===== src/core/gpio_port_c_pkg.sv =====
// package: register map, field layout, reset values and timing constants for the port
// assumes: AXI4-Lite slave with 32-bit data, one register per aligned word
package gpio_port_c_pkg;

    // ************************************************************
    // register indices and address width
    // ************************************************************
    localparam logic [7:0] IDX_MODE_LOW    = 8'h33;
    localparam logic [7:0] IDX_MODE_HIGH   = 8'h34;
    localparam logic [7:0] IDX_DIRECTION   = 8'h35;
    localparam logic [7:0] IDX_INT_ENABLE  = 8'h36;
    localparam logic [7:0] IDX_SAMPLE_SEL  = 8'h37;
    localparam logic [7:0] IDX_ALT_FUNC    = 8'h38;
    localparam logic [7:0] IDX_OUT_LATCH   = 8'h39;
    localparam logic [7:0] IDX_SERIAL_CTRL = 8'h3A;
    localparam logic [7:0] IDX_INT_STATUS  = 8'h3B;

    localparam int         ADDR_WIDTH = 12;

    // ************************************************************
    // reset values
    // ************************************************************
    localparam logic [3:0] RST_MODE_LOW   = 4'h0;
    localparam logic [3:0] RST_MODE_HIGH  = 4'h0;
    localparam logic [3:0] RST_DIRECTION  = 4'h0;
    localparam logic [3:0] RST_INT_ENABLE = 4'h0;
    localparam logic [3:0] RST_SAMPLE_SEL = 4'h0;
    localparam logic [3:0] RST_ALT_FUNC   = 4'h0;
    localparam logic [3:0] RST_OUT_LATCH  = 4'h0;

    // ************************************************************
    // field positions
    // ************************************************************
    localparam int         SAMPLING_RATE_BIT  = 0;
    localparam int         PIN0_FUNCTION_BIT  = 0;
    localparam int         PIN1_FUNCTION_BIT  = 1;
    localparam int         PIN2_FUNCTION_BIT  = 2;
    localparam int         PIN3_FUNCTION_BIT  = 3;
    localparam int         TX_CLK_SOURCE_BIT  = 0;
    localparam int         RX_CLK_SOURCE_BIT  = 1;
    localparam int         MODE_HIZ_BIT       = 0;
    localparam int         MODE_PULL_UP_BIT   = 1;

    // output mode encodings
    localparam logic [1:0] OUT_CMOS  = 2'h0;
    localparam logic [1:0] OUT_NOD   = 2'h1;
    localparam logic [1:0] OUT_POD   = 2'h2;
    localparam logic [1:0] OUT_HIZ   = 2'h3;

    localparam logic [15:0] INT_VECTOR = 16'h0016;

    // ************************************************************
    // timing
    // ************************************************************
    localparam int         CLK_HZ        = 10000000;
    localparam int         SLOW_RATE_HZ  = 128;
    localparam int         FAST_RATE_HZ  = 4000;
    localparam int         SLOW_CYCLES   = CLK_HZ / SLOW_RATE_HZ;
    localparam int         FAST_CYCLES   = CLK_HZ / FAST_RATE_HZ;

    localparam logic [1:0] RESP_OKAY   = 2'h0;
    localparam logic [1:0] RESP_SLVERR = 2'h2;

endpackage


===== src/core/gpio_port_c.sv =====
// four-bit general-purpose port with serial-port pin sharing and level-change interrupt
// assumes: one 10 MHz clock, synchronous reset, AXI4-Lite master on the register side,
// pad cells that apply pull and drive from the per-pin control outputs
`timescale 1ns/1ps

module gpio_port_c #(
    parameter int SLOW_CYCLES = gpio_port_c_pkg::SLOW_CYCLES,
    parameter int FAST_CYCLES = gpio_port_c_pkg::FAST_CYCLES
) (
    input  wire logic                                 CLK,
    input  wire logic                                 SRST,
    input  wire logic [gpio_port_c_pkg::ADDR_WIDTH-1:0] S_AXI_AWADDR,
    input  wire logic                                 S_AXI_AWVALID,
    output logic                                      S_AXI_AWREADY,
    input  wire logic [31:0]                          S_AXI_WDATA,
    input  wire logic [3:0]                           S_AXI_WSTRB,
    input  wire logic                                 S_AXI_WVALID,
    output logic                                      S_AXI_WREADY,
    output logic [1:0]                                S_AXI_BRESP,
    output logic                                      S_AXI_BVALID,
    input  wire logic                                 S_AXI_BREADY,
    input  wire logic [gpio_port_c_pkg::ADDR_WIDTH-1:0] S_AXI_ARADDR,
    input  wire logic                                 S_AXI_ARVALID,
    output logic                                      S_AXI_ARREADY,
    output logic [31:0]                               S_AXI_RDATA,
    output logic [1:0]                                S_AXI_RRESP,
    output logic                                      S_AXI_RVALID,
    input  wire logic                                 S_AXI_RREADY,
    input  wire logic [3:0]                           PIN_IN,
    output logic [3:0]                                PIN_OUT,
    output logic [3:0]                                PIN_OE,
    output logic [3:0]                                PULL_UP_EN,
    output logic [3:0]                                PULL_DOWN_EN,
    input  wire logic                                 SERIAL_TX_DATA,
    input  wire logic                                 SERIAL_TX_CLOCK_OUT,
    input  wire logic                                 SERIAL_RX_CLOCK_OUT,
    output logic                                      SERIAL_RX_DATA,
    output logic                                      SERIAL_TX_CLOCK_IN,
    output logic                                      SERIAL_RX_CLOCK_IN,
    output logic                                      EXTERNAL_INTERRUPT_REQUEST,
    output logic [15:0]                               INTERRUPT_VECTOR
);

    // ************************************************************
    // registers
    // ************************************************************
    logic [3:0]  mode_low_q;
    logic [3:0]  mode_high_q;
    logic [3:0]  direction_q;
    logic [3:0]  int_enable_q;
    logic [3:0]  sample_sel_q;
    logic [3:0]  alt_func_q;
    logic [3:0]  out_latch_q;
    logic [1:0]  serial_ctrl_q;
    logic        int_flag_q;

    logic [3:0]  sync1_q;
    logic [3:0]  sync2_q;
    logic [3:0]  sampled_q;
    logic [31:0] div_q;
    logic        sample_clk_q;
    logic        sample_clk_prev_q;

    logic        aw_held_q;
    logic        w_held_q;
    logic [gpio_port_c_pkg::ADDR_WIDTH-1:0] aw_addr_q;
    logic [31:0] w_data_q;
    logic [3:0]  w_strb_q;

    logic [3:0]  eff_dir;
    logic [3:0]  data_read;
    logic        wr_fire;
    logic [7:0]  wr_idx;
    logic        wr_hit;
    logic [7:0]  rd_idx;
    logic [3:0]  rd_val;
    logic        rd_hit;
    logic        sample_fall;
    logic        level_change;
    logic        flag_clear;

    // ************************************************************
    // pin direction and drive
    // ************************************************************
    logic [1:0] pin_mode [4];
    always_comb begin
        pin_mode[0] = mode_low_q[1:0];
        pin_mode[1] = mode_low_q[3:2];
        pin_mode[2] = mode_high_q[1:0];
        pin_mode[3] = mode_high_q[3:2];
        eff_dir = direction_q;
        if (alt_func_q[gpio_port_c_pkg::PIN0_FUNCTION_BIT]) begin
            eff_dir[0] = 1'b0;
        end
        if (alt_func_q[gpio_port_c_pkg::PIN1_FUNCTION_BIT]) begin
            eff_dir[1] = serial_ctrl_q[gpio_port_c_pkg::TX_CLK_SOURCE_BIT];
        end
        if (alt_func_q[gpio_port_c_pkg::PIN2_FUNCTION_BIT]) begin
            eff_dir[2] = serial_ctrl_q[gpio_port_c_pkg::RX_CLK_SOURCE_BIT];
        end
        if (alt_func_q[gpio_port_c_pkg::PIN3_FUNCTION_BIT]) begin
            eff_dir[3] = 1'b1;
        end
    end

    logic [3:0] drive_val;
    always_comb begin
        drive_val = out_latch_q;
        if (alt_func_q[gpio_port_c_pkg::PIN1_FUNCTION_BIT]) begin
            drive_val[1] = SERIAL_TX_CLOCK_OUT;
        end
        if (alt_func_q[gpio_port_c_pkg::PIN2_FUNCTION_BIT]) begin
            drive_val[2] = SERIAL_RX_CLOCK_OUT;
        end
        if (alt_func_q[gpio_port_c_pkg::PIN3_FUNCTION_BIT]) begin
            drive_val[3] = SERIAL_TX_DATA;
        end
    end

    // pad controls registered so outputs come from flip-flops
    always_ff @(posedge CLK) begin
        if (SRST) begin
            PIN_OUT      <= 4'h0;
            PIN_OE       <= 4'h0;
            PULL_UP_EN   <= 4'h0;
            PULL_DOWN_EN <= 4'h0;
        end else begin
            for (int i = 0; i < 4; i++) begin
                PIN_OUT[i]      <= drive_val[i];
                PIN_OE[i]       <= 1'b0;
                PULL_UP_EN[i]   <= 1'b0;
                PULL_DOWN_EN[i] <= 1'b0;
                if (eff_dir[i]) begin
                    case (pin_mode[i])
                        gpio_port_c_pkg::OUT_CMOS: PIN_OE[i] <= 1'b1;
                        gpio_port_c_pkg::OUT_NOD:  PIN_OE[i] <= ~drive_val[i];
                        gpio_port_c_pkg::OUT_POD:  PIN_OE[i] <= drive_val[i];
                        default:                   PIN_OE[i] <= 1'b0;
                    endcase
                end else if (!pin_mode[i][gpio_port_c_pkg::MODE_HIZ_BIT]) begin
                    PULL_UP_EN[i]   <= pin_mode[i][gpio_port_c_pkg::MODE_PULL_UP_BIT];
                    PULL_DOWN_EN[i] <= ~pin_mode[i][gpio_port_c_pkg::MODE_PULL_UP_BIT];
                end
            end
        end
    end

    // ************************************************************
    // input synchroniser and serial inputs
    // ************************************************************
    always_ff @(posedge CLK) begin
        if (SRST) begin
            sync1_q <= 4'h0;
            sync2_q <= 4'h0;
        end else begin
            sync1_q <= PIN_IN;
            sync2_q <= sync1_q;
        end
    end

    always_ff @(posedge CLK) begin
        if (SRST) begin
            SERIAL_RX_DATA     <= 1'b0;
            SERIAL_TX_CLOCK_IN <= 1'b0;
            SERIAL_RX_CLOCK_IN <= 1'b0;
        end else begin
            SERIAL_RX_DATA     <= alt_func_q[gpio_port_c_pkg::PIN0_FUNCTION_BIT]
                                & sync2_q[0];
            SERIAL_TX_CLOCK_IN <= alt_func_q[gpio_port_c_pkg::PIN1_FUNCTION_BIT] & sync2_q[1];
            SERIAL_RX_CLOCK_IN <= alt_func_q[gpio_port_c_pkg::PIN2_FUNCTION_BIT] & sync2_q[2];
        end
    end

    // constant vector, held in a flop so the output comes from a register
    always_ff @(posedge CLK) begin
        if (SRST) begin
            INTERRUPT_VECTOR <= 16'h0000;
        end else begin
            INTERRUPT_VECTOR <= gpio_port_c_pkg::INT_VECTOR;
        end
    end

    // ************************************************************
    // sampling clock and level-change interrupt
    // ************************************************************
    logic [31:0] half_period;
    assign half_period = sample_sel_q[gpio_port_c_pkg::SAMPLING_RATE_BIT] ?
                         32'(FAST_CYCLES / 2) : 32'(SLOW_CYCLES / 2);

    always_ff @(posedge CLK) begin
        if (SRST) begin
            div_q             <= 32'h0;
            sample_clk_q      <= 1'b0;
            sample_clk_prev_q <= 1'b0;
        end else begin
            sample_clk_prev_q <= sample_clk_q;
            if (div_q + 32'h1 >= half_period) begin
                div_q        <= 32'h0;
                sample_clk_q <= ~sample_clk_q;
            end else begin
                div_q <= div_q + 32'h1;
            end
        end
    end

    assign sample_fall  = sample_clk_prev_q & ~sample_clk_q;
    assign level_change = |((sync2_q ^ sampled_q) & int_enable_q);

    always_ff @(posedge CLK) begin
        if (SRST) begin
            sampled_q <= 4'h0;
        end else if (sample_fall) begin
            sampled_q <= sync2_q;
        end
    end

    // flag cleared by writing 1 to bit 0 of status; set wins
    always_ff @(posedge CLK) begin
        if (SRST) begin
            int_flag_q                 <= 1'b0;
            EXTERNAL_INTERRUPT_REQUEST <= 1'b0;
        end else begin
            EXTERNAL_INTERRUPT_REQUEST <= sample_fall & level_change;
            if (sample_fall & level_change) begin
                int_flag_q <= 1'b1;
            end else if (flag_clear) begin
                int_flag_q <= 1'b0;
            end
        end
    end

    // ************************************************************
    // AXI4-Lite write path
    // ************************************************************
    assign wr_fire = aw_held_q & w_held_q & ~S_AXI_BVALID;
    assign wr_idx  = aw_addr_q[9:2];
    assign wr_hit  = wr_fire & w_strb_q[0];

    always_ff @(posedge CLK) begin
        if (SRST) begin
            aw_held_q     <= 1'b0;
            w_held_q      <= 1'b0;
            aw_addr_q     <= '0;
            w_data_q      <= 32'h0;
            w_strb_q      <= 4'h0;
            S_AXI_AWREADY <= 1'b0;
            S_AXI_WREADY  <= 1'b0;
            S_AXI_BVALID  <= 1'b0;
            S_AXI_BRESP   <= gpio_port_c_pkg::RESP_OKAY;
        end else begin
            S_AXI_AWREADY <= ~aw_held_q & ~S_AXI_AWREADY & ~S_AXI_BVALID;
            S_AXI_WREADY  <= ~w_held_q & ~S_AXI_WREADY & ~S_AXI_BVALID;
            if (S_AXI_AWVALID & S_AXI_AWREADY) begin
                aw_held_q <= 1'b1;
                aw_addr_q <= S_AXI_AWADDR;
                S_AXI_AWREADY <= 1'b0;
            end
            if (S_AXI_WVALID & S_AXI_WREADY) begin
                w_held_q <= 1'b1;
                w_data_q <= S_AXI_WDATA;
                w_strb_q <= S_AXI_WSTRB;
                S_AXI_WREADY <= 1'b0;
            end
            if (wr_fire) begin
                aw_held_q    <= 1'b0;
                w_held_q     <= 1'b0;
                S_AXI_BVALID <= 1'b1;
                S_AXI_BRESP  <= (wr_idx >= gpio_port_c_pkg::IDX_MODE_LOW &&
                                 wr_idx <= gpio_port_c_pkg::IDX_INT_STATUS) ?
                                gpio_port_c_pkg::RESP_OKAY : gpio_port_c_pkg::RESP_SLVERR;
            end else if (S_AXI_BVALID & S_AXI_BREADY) begin
                S_AXI_BVALID <= 1'b0;
            end
        end
    end

    assign flag_clear = wr_hit & (wr_idx == gpio_port_c_pkg::IDX_INT_STATUS) & w_data_q[0];

    always_ff @(posedge CLK) begin
        if (SRST) begin
            mode_low_q    <= gpio_port_c_pkg::RST_MODE_LOW;
            mode_high_q   <= gpio_port_c_pkg::RST_MODE_HIGH;
            direction_q   <= gpio_port_c_pkg::RST_DIRECTION;
            int_enable_q  <= gpio_port_c_pkg::RST_INT_ENABLE;
            sample_sel_q  <= gpio_port_c_pkg::RST_SAMPLE_SEL;
            alt_func_q    <= gpio_port_c_pkg::RST_ALT_FUNC;
            out_latch_q   <= gpio_port_c_pkg::RST_OUT_LATCH;
            serial_ctrl_q <= 2'h0;
        end else if (wr_hit) begin
            case (wr_idx)
                gpio_port_c_pkg::IDX_MODE_LOW:    mode_low_q    <= w_data_q[3:0];
                gpio_port_c_pkg::IDX_MODE_HIGH:   mode_high_q   <= w_data_q[3:0];
                gpio_port_c_pkg::IDX_DIRECTION:   direction_q   <= w_data_q[3:0];
                gpio_port_c_pkg::IDX_INT_ENABLE:  int_enable_q  <= w_data_q[3:0];
                gpio_port_c_pkg::IDX_SAMPLE_SEL:  sample_sel_q  <= {3'h0, w_data_q[0]};
                gpio_port_c_pkg::IDX_ALT_FUNC:    alt_func_q    <= w_data_q[3:0];
                gpio_port_c_pkg::IDX_OUT_LATCH:   out_latch_q   <= w_data_q[3:0];
                gpio_port_c_pkg::IDX_SERIAL_CTRL: serial_ctrl_q <= w_data_q[1:0];
                default: ;
            endcase
        end
    end

    // ************************************************************
    // AXI4-Lite read path
    // ************************************************************
    assign data_read = (out_latch_q & eff_dir) | (sync2_q & ~eff_dir);
    assign rd_idx    = S_AXI_ARADDR[9:2];

    always_comb begin
        rd_hit = 1'b1;
        case (rd_idx)
            gpio_port_c_pkg::IDX_MODE_LOW:    rd_val = mode_low_q;
            gpio_port_c_pkg::IDX_MODE_HIGH:   rd_val = mode_high_q;
            gpio_port_c_pkg::IDX_DIRECTION:   rd_val = direction_q;
            gpio_port_c_pkg::IDX_INT_ENABLE:  rd_val = int_enable_q;
            gpio_port_c_pkg::IDX_SAMPLE_SEL:  rd_val = sample_sel_q;
            gpio_port_c_pkg::IDX_ALT_FUNC:    rd_val = alt_func_q;
            gpio_port_c_pkg::IDX_OUT_LATCH:   rd_val = data_read;
            gpio_port_c_pkg::IDX_SERIAL_CTRL: rd_val = {2'h0, serial_ctrl_q};
            gpio_port_c_pkg::IDX_INT_STATUS:  rd_val = {3'h0, int_flag_q};
            default: begin
                rd_val = 4'h0;
                rd_hit = 1'b0;
            end
        endcase
    end

    always_ff @(posedge CLK) begin
        if (SRST) begin
            S_AXI_ARREADY <= 1'b0;
            S_AXI_RVALID  <= 1'b0;
            S_AXI_RDATA   <= 32'h0;
            S_AXI_RRESP   <= gpio_port_c_pkg::RESP_OKAY;
        end else begin
            S_AXI_ARREADY <= ~S_AXI_ARREADY & ~S_AXI_RVALID & S_AXI_ARVALID;
            if (S_AXI_ARVALID & S_AXI_ARREADY) begin
                S_AXI_RVALID <= 1'b1;
                S_AXI_RDATA  <= {28'h0, rd_val};
                S_AXI_RRESP  <= rd_hit ? gpio_port_c_pkg::RESP_OKAY
                                       : gpio_port_c_pkg::RESP_SLVERR;
            end else if (S_AXI_RVALID & S_AXI_RREADY) begin
                S_AXI_RVALID <= 1'b0;
            end
        end
    end

endmodule


===== config.mk =====
export PLATFORM = sky130hd
export DESIGN_NAME = gpio_port_c
export DESIGN_NICKNAME = d
export VERILOG_FILES = /design/src/core/gpio_port_c_pkg.sv /design/src/core/gpio_port_c.sv
export SDC_FILE = /design/constraint.sdc
export NUM_CORES = 1
export LEC_CHECK = 0
export ABC_AREA = 0
export BUFFER_PORTS_ARGS = -buffer_cell sky130_fd_sc_hd__buf_2
export CORE_ASPECT_RATIO = 1.2
export CORE_MARGIN = 3
export CORE_UTILIZATION = 50
export CTS_BUF_LIST = sky130_fd_sc_hd__clkbuf_8
export CTS_CLUSTER_SIZE = 20
export DETAILED_ROUTE_END_ITERATION = 16
export PLACE_DENSITY = 0.8
export RECOVER_POWER = 50
export SYNTH_ARGS = -nofsm -noshare
export SYNTH_HDL_FRONTEND = slang
export SYNTH_SLANG_ARGS = --single-unit

===== constraint.sdc =====
create_clock -name CLK -period 4.6 [get_ports CLK]
set_input_delay 0.92 -clock CLK [delete_from_list [all_inputs] [get_ports CLK]]
set_output_delay 0.92 -clock CLK [all_outputs]
set_load 0.02 [all_outputs]

==> impl_results.md, run 1 <==
* Clock root cell: clkbuf_8
* Post-synth ARST share at 0
* Tmin final at 4.03 ns
* Slew headroom at 0.171
* Worst-path maximum fanout at 16
* Largest registers: div_q: 32 flops, aw_addr_q: 8 flops
* WL final at 11,300 µm
* Leak at 2.69 nW
* CP Depth at 13
* DR pass1 iterations at 6
* DR DRC count at 0
* Layout area overhead at 12.5%
* YS warnings at 0
* Buffers & Inverters on Critical Path at 0
* Clock transition at the registers of the reported paths at 0.08 ns
* Port Buf Inserts at 68
* Row count at 41
* Routability cong. at 0.922
* Arr. time, crit path at 4.41 ns
* R2R Setup Slk at 0.57 ns
* Cts hold-fix bufs at 0
* Final setup vio count at 0
* Slew @ Worst Pin at 1.21 ns
* DR vias/cell at 5.30
* Most used cell along the critical path: ha_1
* Total area of sequential cells at 0.00242 mm²
* Non-filler instance count after layout at 804
* Worst-Skew Late Latency at 0.44 ns
* RSZ-0062 raised after global routing: no
* Crit path cell chain: ha_1 -> nand4_4 -> nor2_4 -> and3_2 -> xor2_1 -> ha_1 -> and3_1 -> nand2_1 -> a221oi_2 -> nor4bb_1 -> nand4_1 -> or4b_1 -> and2b_1
* Commonest non-fill, non-tap cell in the layout: dfxtp_1
* Synth Register Bits at 121
* VDD IR max at 263 µV
* CP peak stage delay at 0.98 ns
* Worst Path Required at 4.98 ns
* Max Root-Sink Buffers at 2
* Crit path kind: reg2reg
* Initial Utilization at 0.517
* Global route overflow at 0
* CP Launch Point: div_q[0]
* P per Cell Area at 359 mW/mm²
* Die Height at 121 µm
* DP HPWL at 8130 µm
* Cells after DPL at 772
* Worst R2R Start: div_q[0]
* Ant. Diodes at 0
* Io pins at 151
* Syn_area_per_cell at 9.47 µm²
* Final worst-path cycle share at 0.875
* Largest reg by FF count: div_q
* EDFF count, synth at 0
* HP Class: reg2reg
* Num CTS Buffers at 17
* Via count at 4,264
* Clock Skew at 0.0123 ns
* Num Clock Sinks at 121
* Mapped Cells at 583
* First-pass GRT wire length at 18,500 µm
* Crit path max-delay family: simple AND/OR/NAND/NOR gates
* DIE AREA at 0.0123 mm²
* Placeable Area at 0.0107 mm²
* Fraction of layout instances using a drive strength above 1 at 0.159
* Capturing point of the worst reg2reg path: div_q[7]
* Status: complete, no violations
* Initial antenna violation count at 0
* Most used flip-flop cell after synthesis: dfxtp_1
* PostCTS Resize Cnt at 0
* Vias in the first global route at 4,005
* CTS tree: done
* Crit path max-delay cell type: or4b_1
* Die W at 102 µm
* Total GRT Usage at 0.190
* FILL cells at 903
* Antenna-violating nets left at 0
* Most frequent cells in the layout: dfxtp_1 (121), nor2_1 (64), conb_1 (59)
* Max-cap viol count at 0
* Routed WL per cell at 14.0 µm
* Multi-input gate area at 0.00284 mm²
* F_max at 248 MHz
* Number of H-tree levels at 4
* Number of flip-flops in the largest register at 32
* Register area share after synthesis at 0.439
* Setup TNS at 0 ns
* Final Hold Viols at 0
* Critical Path End Type: flop
* Cell variety after synth at 63
* Number of post-CTS setup repair buffers at 0
* Syn Std Cell Area at 0.00552 mm²
* Setup crit end: div_q[7]
* Net total in the final layout at 746
* Largest net degree at the start of global routing at 81
* Final Max Slew Viols at 0
* Startpoint types: flop
* R2R cell count at 13
* Iteration-0 DRC Markers at 222
## worst min-delay path by stage
stage	startpoint	end	slack, ns	cells past startpoint
3_5_place_dp	sync1_q[2]	sync2_q[2]	0.44	1
6_report	S_AXI_RVALID	S_AXI_ARREADY	0.45	1
3_3_place_gp	S_AXI_RVALID	S_AXI_ARREADY	0.43	1
5_1_grt	sync1_q[0]	sync2_q[0]	0.47	1
4_1_cts	sync1_q[3]	sync2_q[3]	0.46	1
2_1_floorplan	sync1_q[0]	sync2_q[0]	0.41	1
## report_power, final
part	switching [mW]	internal (mW)	leakage [nW]	total (mW)
logic	0.0869	0.0371	1.49	0.124
registers	0.0271	1.07	0.987	1.10
clock network	0.434	0.569	0.217	1.00
total	0.548	1.68	2.69	2.23
## through the flow
stage | setup slack, ns | total power [mW] | utilization | instance area [µm²] | hold slack (ns)
after floorplan | 1.36 | 1.24 | - | 5740 | 0.414
after global placement | 0.692 | 1.24 | 0.544 | 5810 | 0.428
after detailed placement | 0.603 | 1.25 | 0.544 | 5810 | 0.439
after CTS | 0.579 | 2.24 | 0.584 | 6240 | 0.457
after global routing | 0.347 | 2.31 | 0.582 | 6210 | 0.469
final | 0.574 | 2.23 | 0.582 | 6210 | 0.453
## synth_stat cells (all sizes together) (2+ instances only)
cell type  instances  area (µm²)
and2               2        12.5
dfxtp            121        2420
mux2               5        56.3
nor2b             19         141
a2111oi            2        17.5
xor2              13         114
nor4bb             3        30.0
a31oi              2        12.5
nand2b             2        12.5
mux2i             46         460
nor3               8        51.3
ha                10         125
xnor2              9        78.8
clkbuf            16        60.1
and2b              6        45.0
o21ai              4        20.0
o311ai             3        26.3
nor4b              4        35.0
a21oi             24         120
a211oi             4        30.0
and4               2        17.5
nor2              72         315
nand2             39         146
nor3b              2        15.0
a221oi             3        32.5
a22oi             10        75.1
nand4              8        80.1
nand3             35         180
buf               51         382
nor4              13         111
inv               10        37.5
o31ai              3        22.5
o211ai             3        22.5
and3              15         100
## final cells by class
| class | count | share of cell area |
|---|---|---|
| inverters | 10 | 0.00604 |
| clock buffers | 19 | 0.0421 |
| multi-input cells | 443 | 0.457 |
| clock inverters | 13 | 0.0272 |
| well taps | 129 | 0.0260 |
| repair buffers | 69 | 0.0518 |
| flip-flops and latches | 121 | 0.390 |
## per-layer routing
layer | routed length [µm] | vias to the layer above | GRT usage
met5 | 0 | - | 0
met1 | 4910 | 1968 | 0.241
li1 | - | 2107 | -
met2 | 5430 | 156 | 0.302
met4 | 257 | 0 | 0.0804
met3 | 656 | 33 | 0.0541
## logic make-up after synthesis
| group | share of synthesized area |
|---|---|
| simple gates | 0.239 |
| flops | 0.439 |
| buf+inv | 0.0868 |
| compound gates | 0.0836 |
| mux | 0.0936 |
| xor+xnor | 0.0349 |
| fa+ha+maj | 0.0227 |
| other cells | 0.000679 |
Note: power is estimated with default switching activity, not from simulation.
==> inputs of run 2 (changes only) <==
--- a/config.mk
+++ b/config.mk
@@ -9,11 +9,10 @@
 export BUFFER_PORTS_ARGS = -buffer_cell sky130_fd_sc_hd__buf_2
 export CORE_ASPECT_RATIO = 1.2
 export CORE_MARGIN = 3
-export CORE_UTILIZATION = 50
-export CTS_BUF_LIST = sky130_fd_sc_hd__clkbuf_8
+export CORE_UTILIZATION = 28
 export CTS_CLUSTER_SIZE = 20
 export DETAILED_ROUTE_END_ITERATION = 16
-export PLACE_DENSITY = 0.8
+export PLACE_DENSITY = 0.51
 export RECOVER_POWER = 50
 export SYNTH_ARGS = -nofsm -noshare
 export SYNTH_HDL_FRONTEND = slang
==> run 2 against run 1 <==
The run now ends with capacitance limit, slew limit left. Critical path type unchanged. Sequential power hardly changed. Maximum frequency is 9.1% higher. Global-route usage is 7.1 points lower. Clock power is 47% higher. Combinational power hardly changed. Clock skew is 0.0049 ns lower. Core utilization is 24 points lower. Critical endpoint is now div_q[2]. Register-to-register slack better by 0.34 ns. Count of clock-buffer cells in the layout stayed put.
==> impl_results.md, run 2 (synthesis results as in run 1) <==
* Status: complete, but fails checks
* Violated checks: capacitance limit, slew limit
* Iteration-0 DRC Markers at 189
* Row count at 55
* First-pass GRT wire length at 20,300 µm
* Fraction of layout instances using a drive strength above 1 at 0.158
* Port Buf Inserts at 68
* Io pins at 151
* WL final at 12,500 µm
* Crit path kind: reg2reg
* Final Max Slew Viols at 52
* CP peak stage delay at 0.51 ns
* Most frequent cells in the layout: dfxtp_1 (121), nor2_1 (64), conb_1 (59)
* Final worst-path cycle share at 0.802
* Die W at 134 µm
* Total GRT Usage at 0.119
* P per Cell Area at 408 mW/mm²
* DR DRC count at 0
* Routability cong. at 0.807
* F_max at 271 MHz
* DR vias/cell at 4.44
* Vias in the first global route at 3,905
* Slew headroom at -0.456
* Largest registers: div_q: 32 flops, aw_addr_q: 8 flops
* Number of H-tree levels at 4
* DR pass1 iterations at 4
* Max-cap viol count at 1
* PostCTS Resize Cnt at 0
* Placeable Area at 0.0191 mm²
* Antenna-violating nets left at 0
* CTS tree: done
* Post-layout util at 0.346
* DIE AREA at 0.0214 mm²
* Die Height at 160 µm
* Num Clock Sinks at 121
* Net total in the final layout at 749
* Cts hold-fix bufs at 0
* Crit path cell chain: ha_1 -> nand4_4 -> nor2_4 -> and3_2 -> xor2_1 -> ha_1 -> and3_1 -> nand2_1 -> a221oi_2 -> nor4bb_1 -> nand4_1 -> or4b_1 -> buf_4 -> and2b_1
* Pre-CTS WS at 0.890 ns
* Most used cell along the critical path: ha_1
* Final Hold Viols at 0
* Worst Path Required at 4.96 ns
* Final setup vio count at 0
* Via count at 4,144
* Leak at 2.80 nW
* Final instance area at 0.00661 mm²
* Number of post-CTS setup repair buffers at 0
* DP Area at 0.00599 mm²
* Crit path max-delay cell type: or4b_1
* Largest reg by FF count: div_q
* Worst-path maximum fanout at 16
* Commonest non-fill, non-tap cell in the layout: dfxtp_1
* Setup TNS at 0 ns
* Number of flip-flops in the largest register at 32
* RSZ-0062 raised after global routing: no
* Power, Total at 2.70 mW
* Startpoint types: flop
* Largest net degree at the start of global routing at 52
* Initial antenna violation count at 0
* Ant. Diodes at 0
* Worst-Skew Late Latency at 0.42 ns
* DP HPWL at 9090 µm
* Tmin final at 3.69 ns
* Slew @ Worst Pin at 2.18 ns
* Global route overflow at 0
* Max Root-Sink Buffers at 2
* VDD IR max at 258 µV
* Critical Path End Type: flop
* HP Class: reg2reg
* Clock transition at the registers of the reported paths at 0.05 ns
* Arr. time, crit path at 4.05 ns
* Fin worst setup slack at 0.910 ns
* Clock root cell: clkbuf_16
* Clock Skew at 0.00739 ns
* Layout area overhead at 19.8%
* Initial Utilization at 0.289
* Routed WL per cell at 13.4 µm
* Num CTS Buffers at 17
[run 2: changes by cell type in the layout (fill, tap and decap cells not counted)]
cell / change
buf_4: +2
bufinv_16: +2
clkbuf_1: +3
clkinv_2: -1
buf_2: -1
clkbuf_16: +17
clkinv_4: -4
inv_6: +2
clkbuf_8: -18
clkinvlp_4: +1
[run 2: path summary, 6_finish.rpt]
path	start	endpoint	slack [ns]	cells past startpoint
setup reg to reg	div_q[0]	div_q[2]	0.91	14
hold reg to reg	sync1_q[0]	sync2_q[0]	0.43	1
setup / recovery	div_q[0]	div_q[2]	0.91	14
hold / removal	sync1_q[0]	sync2_q[0]	0.43	1
[run 2: through the flow]
stage / cells / hold WS, ns
after floorplan: 641 / 0.414
after global placement: 902 / 0.425
after detailed placement: 902 / 0.420
after CTS: 934 / 0.433
after global routing: 934 / 0.457
final: 934 / 0.432
[run 2: per-layer routing]
| metal | track usage | share of wire | up-vias |
|---|---|---|---|
| li1 | - | - | 2125 |
| met3 | 0.0280 | 0.038 | 23 |
| met1 | 0.151 | 0.47 | 1896 |
| met4 | 0.0625 | 0.030 | 0 |
| met2 | 0.189 | 0.46 | 100 |
| met5 | 0 | 0 | - |
[run 2: where the power goes]
| part | leakage [nW] | total, mW | internal (mW) | switching [mW] |
|---|---|---|---|---|
| Combinational | 1.49 | 0.125 | 0.0369 | 0.0878 |
| Clock | 0.315 | 1.47 | 0.982 | 0.492 |
| Sequential | 0.987 | 1.10 | 1.07 | 0.0275 |
| Total | 2.80 | 2.70 | 2.09 | 0.607 |
[run 2: final cells by class]
| class | count | area [µm²] |
|---|---|---|
| fill | 2020 | 12500 |
| multi-input combinational | 443 | 2840 |
| sequential | 121 | 2420 |
| clock buffer | 19 | 443 |
| timing repair buffer | 72 | 339 |
| tap | 256 | 320 |
| clock inverter | 13 | 214 |
| inverter | 10 | 37.5 |
[run 2: critical path, delay by kind of cell (launching register included)]
family	cells	cell delay [ns]
AOI/OAI and AO/OA	1	0.04
DFF	1	0.42
adders and majority gates	2	0.55
buffers and inverters	1	0.25
and+or+nand+nor	9	2.17
xor gates and xnor gates	1	0.21
==> inputs of run 3 (changes only) <==
--- a/config.mk
+++ b/config.mk
@@ -5,7 +5,7 @@
 export SDC_FILE = /design/constraint.sdc
 export NUM_CORES = 1
 export LEC_CHECK = 0
-export ABC_AREA = 0
+export ABC_AREA = 1
 export BUFFER_PORTS_ARGS = -buffer_cell sky130_fd_sc_hd__buf_2
 export CORE_ASPECT_RATIO = 1.2
 export CORE_MARGIN = 3
==> constraint.sdc (replaced) <==
create_clock -name CLK -period 3.6 [get_ports CLK]
set_input_delay 0.72 -clock CLK [delete_from_list [all_inputs] [get_ports CLK]]
set_output_delay 0.72 -clock CLK [all_outputs]
set_load 0.02 [all_outputs]
==> run 3 against run 2 <==
The run still ends with capacitance limit, slew limit left. Sequential share of layout area down 1.3 points. Critical path type is now in2reg. Total power up 19%. Hold slack worse by 0.028 ns. Synthesized cell count up 35%. Largest cell class unchanged. Register-to-register slack worse by 0.24 ns. Die area up 5.1%. Via count up 19%. Worst setup slack worse by 0.25 ns.
==> impl_results.md, run 3 <==
* Total GRT Usage at 0.132
* Crit path kind: in2reg
* Worst-path maximum fanout at 51
* HP Class: reg2reg
* Synth Register Bits at 121
* Critical Path End Type: flop
* Slew headroom at -0.353
* Number of H-tree levels at 4
* Cells after DPL at 1,122
* WL final at 14,300 µm
* Final Max Slew Viols at 52
* Number of flip-flops in the largest register at 32
* EDFF count, synth at 0
* Met3 global-route usage at 0.0306
* Status: complete, but fails checks
* Largest registers: div_q: 32 flops, aw_addr_q: 8 flops
* DR DRC count at 0
* Fin worst setup slack at 0.655 ns
* F_max at 340 MHz
* Layout area overhead at 18.0%
* Ant. Diodes at 0
* Top cell types by occurrence after synthesis: nand2_1 (140), dfxtp_1 (121), nor2_1 (105), inv_1 (98), o21ai_0 (55)
* Largest reg by FF count: div_q
* Setup TNS at 0 ns
* Post-synth top area share at 0.417
* Clock root cell: clkbuf_16
* Post-synth ARST share at 0
* Row count at 57
* DP HPWL at 10,700 µm
* Largest net degree at the start of global routing at 52
* Syn Std Cell Area at 0.00581 mm²
* Clock transition at the registers of the reported paths at 0.06 ns
* Tmin final at 2.95 ns
* Num Clock Sinks at 121
* Clk network pwr share at 0.504
* Arr. time, crit path at 3.25 ns
* Most used flip-flop cell after synthesis: dfxtp_1
* Pre-CTS WS at 0.674 ns
* Final worst-path cycle share at 0.818
* Placeable Area at 0.0203 mm²
* Clock Skew at 0.00759 ns
* Sw frac at 0.256
* Port Buf Inserts at 68
* Iteration-0 DRC Markers at 249
* DP Area at 0.00632 mm²
* Commonest non-fill, non-tap cell in the layout: nand2_1
* Final setup vio count at 0
* Via count at 4,939
* Violated checks: capacitance limit, slew limit
* Die Height at 164 µm
* GR Util met2 at 0.221
* Startpoint types: input pin
* Fraction of layout instances using a drive strength above 1 at 0.138
* Global route overflow at 0
* Vias in the first global route at 4,515
* Busiest grt layer: met2
* Yosys top cell by area: dfxtp_1
* Grt met1 use at 0.159
* Initial antenna violation count at 0
* DIE AREA at 0.0225 mm²
* Logic pwr share at 0.059
* Worst-Skew Late Latency at 0.42 ns
* First-pass GRT wire length at 22,800 µm
* Most frequent cells in the layout: nand2_1 (140), dfxtp_1 (121), nor2_1 (105)
* DR pass1 iterations at 4
* FILL cells at 2,206
* Routed WL per cell at 12.4 µm
* Leak at 3.00 nW
* Non-filler instance count after layout at 1,154
* Final instance area at 0.00686 mm²
* Most frequent cell after synthesis: nand2_1
* P per Cell Area at 469 mW/mm²
* Number of post-CTS setup repair buffers at 0
* Net Sw Power at 824 µW
* Max-cap viol count at 1
* CTS tree: done
* Slew @ Worst Pin at 2.03 ns
* Register area share after synthesis at 0.417
* Die W at 138 µm
* Num CTS Buffers at 17
* Io pins at 151
* Initial Utilization at 0.286
* Syn_area_per_cell at 7.41 µm²
* Final hold slack at 0.404 ns
* Net total in the final layout at 960
* Mapped Cells at 785
* Cts hold-fix bufs at 0
* VDD IR max at 295 µV
* Final Hold Viols at 0
* YS warnings at 0
* Cell variety after synth at 38
* RSZ-0062 raised after global routing: no
* Internal at 2.40 mW
* Max Root-Sink Buffers at 2
* Routability cong. at 0.819
* PostCTS Resize Cnt at 0
* Synth area leaders: dfxtp_1 (42%), nand2_1 (9.0%), nor2_1 (6.8%)
* Sequential share of power at 0.437
* Worst Path Required at 3.90 ns
* DR vias/cell at 4.28
* Antenna-violating nets left at 0
==> run 3: cell types whose count changed after synthesis, moves of 7 or more <==
cell      before  now
a22oi_1       10    2
a21oi_1       24   51
nand2_1       39  140
nor2_4         5   17
mux2i_1       46    2
and3_1        13    1
o21ai_0        3   55
nand4_1        6   15
nand3b_1       0    8
nand3_1       34   41
nor2b_1       16    0
nor2_1        64  105
inv_1         10   98
==> run 3: cell families after synthesis <==
logic type	synth area share
buffers and inverters	0.133
and+or+nand+nor	0.294
AOI/OAI and AO/OA	0.111
other	0.000645
xor gates and xnor gates	0.0196
muxes	0.00344
DFF	0.417
adders and majority gates	0.0215
==> run 3: metrics by stage <==
| step | util | total power, mW |
|---|---|---|
| after floorplan | - | 1.60 |
| after detailed placement | 0.311 | 1.63 |
| final | 0.338 | 3.22 |
| after global placement | 0.311 | 1.63 |
| after CTS | 0.339 | 3.26 |
| after global routing | 0.338 | 3.36 |
==> run 3: final timing paths <==
| check | start | to | slack, ns | cells after the start |
|---|---|---|---|---|
| max | SRST | PIN_OE[1] | 0.65 | 5 |
| min | sync1_q[2] | sync2_q[2] | 0.40 | 2 |
| max reg2reg | div_q[0] | div_q[1] | 0.67 | 17 |
| min reg2reg | sync1_q[2] | sync2_q[2] | 0.40 | 2 |
==> run 3: power groups by stage <==
| stage | sequential (mW) | clock (mW) | combinational, mW |
|---|---|---|---|
| floorplan | 1.44 | 0 | 0.167 |
| global placement | 1.43 | 0 | 0.193 |
| detailed placement | 1.44 | 0 | 0.193 |
| CTS | 1.41 | 1.66 | 0.194 |
| global route | 1.41 | 1.73 | 0.219 |
| finish | 1.41 | 1.62 | 0.192 |
==> run 3: critical path: stages <==
cell	delay (ns)
clkbuf_1	0.26
inv_1	0.20
clkbuf_1	1.47
o211ai_1	0.21
a21oi_1	0.36
==> run 3: routing by layer <==
metal  share of wire  wire (µm)
met1            0.44       6340
met2            0.49       7070
met3           0.041        589
met4           0.023        333
met5               0          0
==> run 3: final cells by class <==
class / count / area (µm²) / area share
inverters: 100 / 375 / 0.0547
repair buffers: 70 / 329 / 0.0480
multi-input cells: 566 / 2840 / 0.414
clock inverters: 14 / 125 / 0.0182
clock buffers: 18 / 439 / 0.0640
well taps: 265 / 332 / 0.0483
flip-flops and latches: 121 / 2420 / 0.353
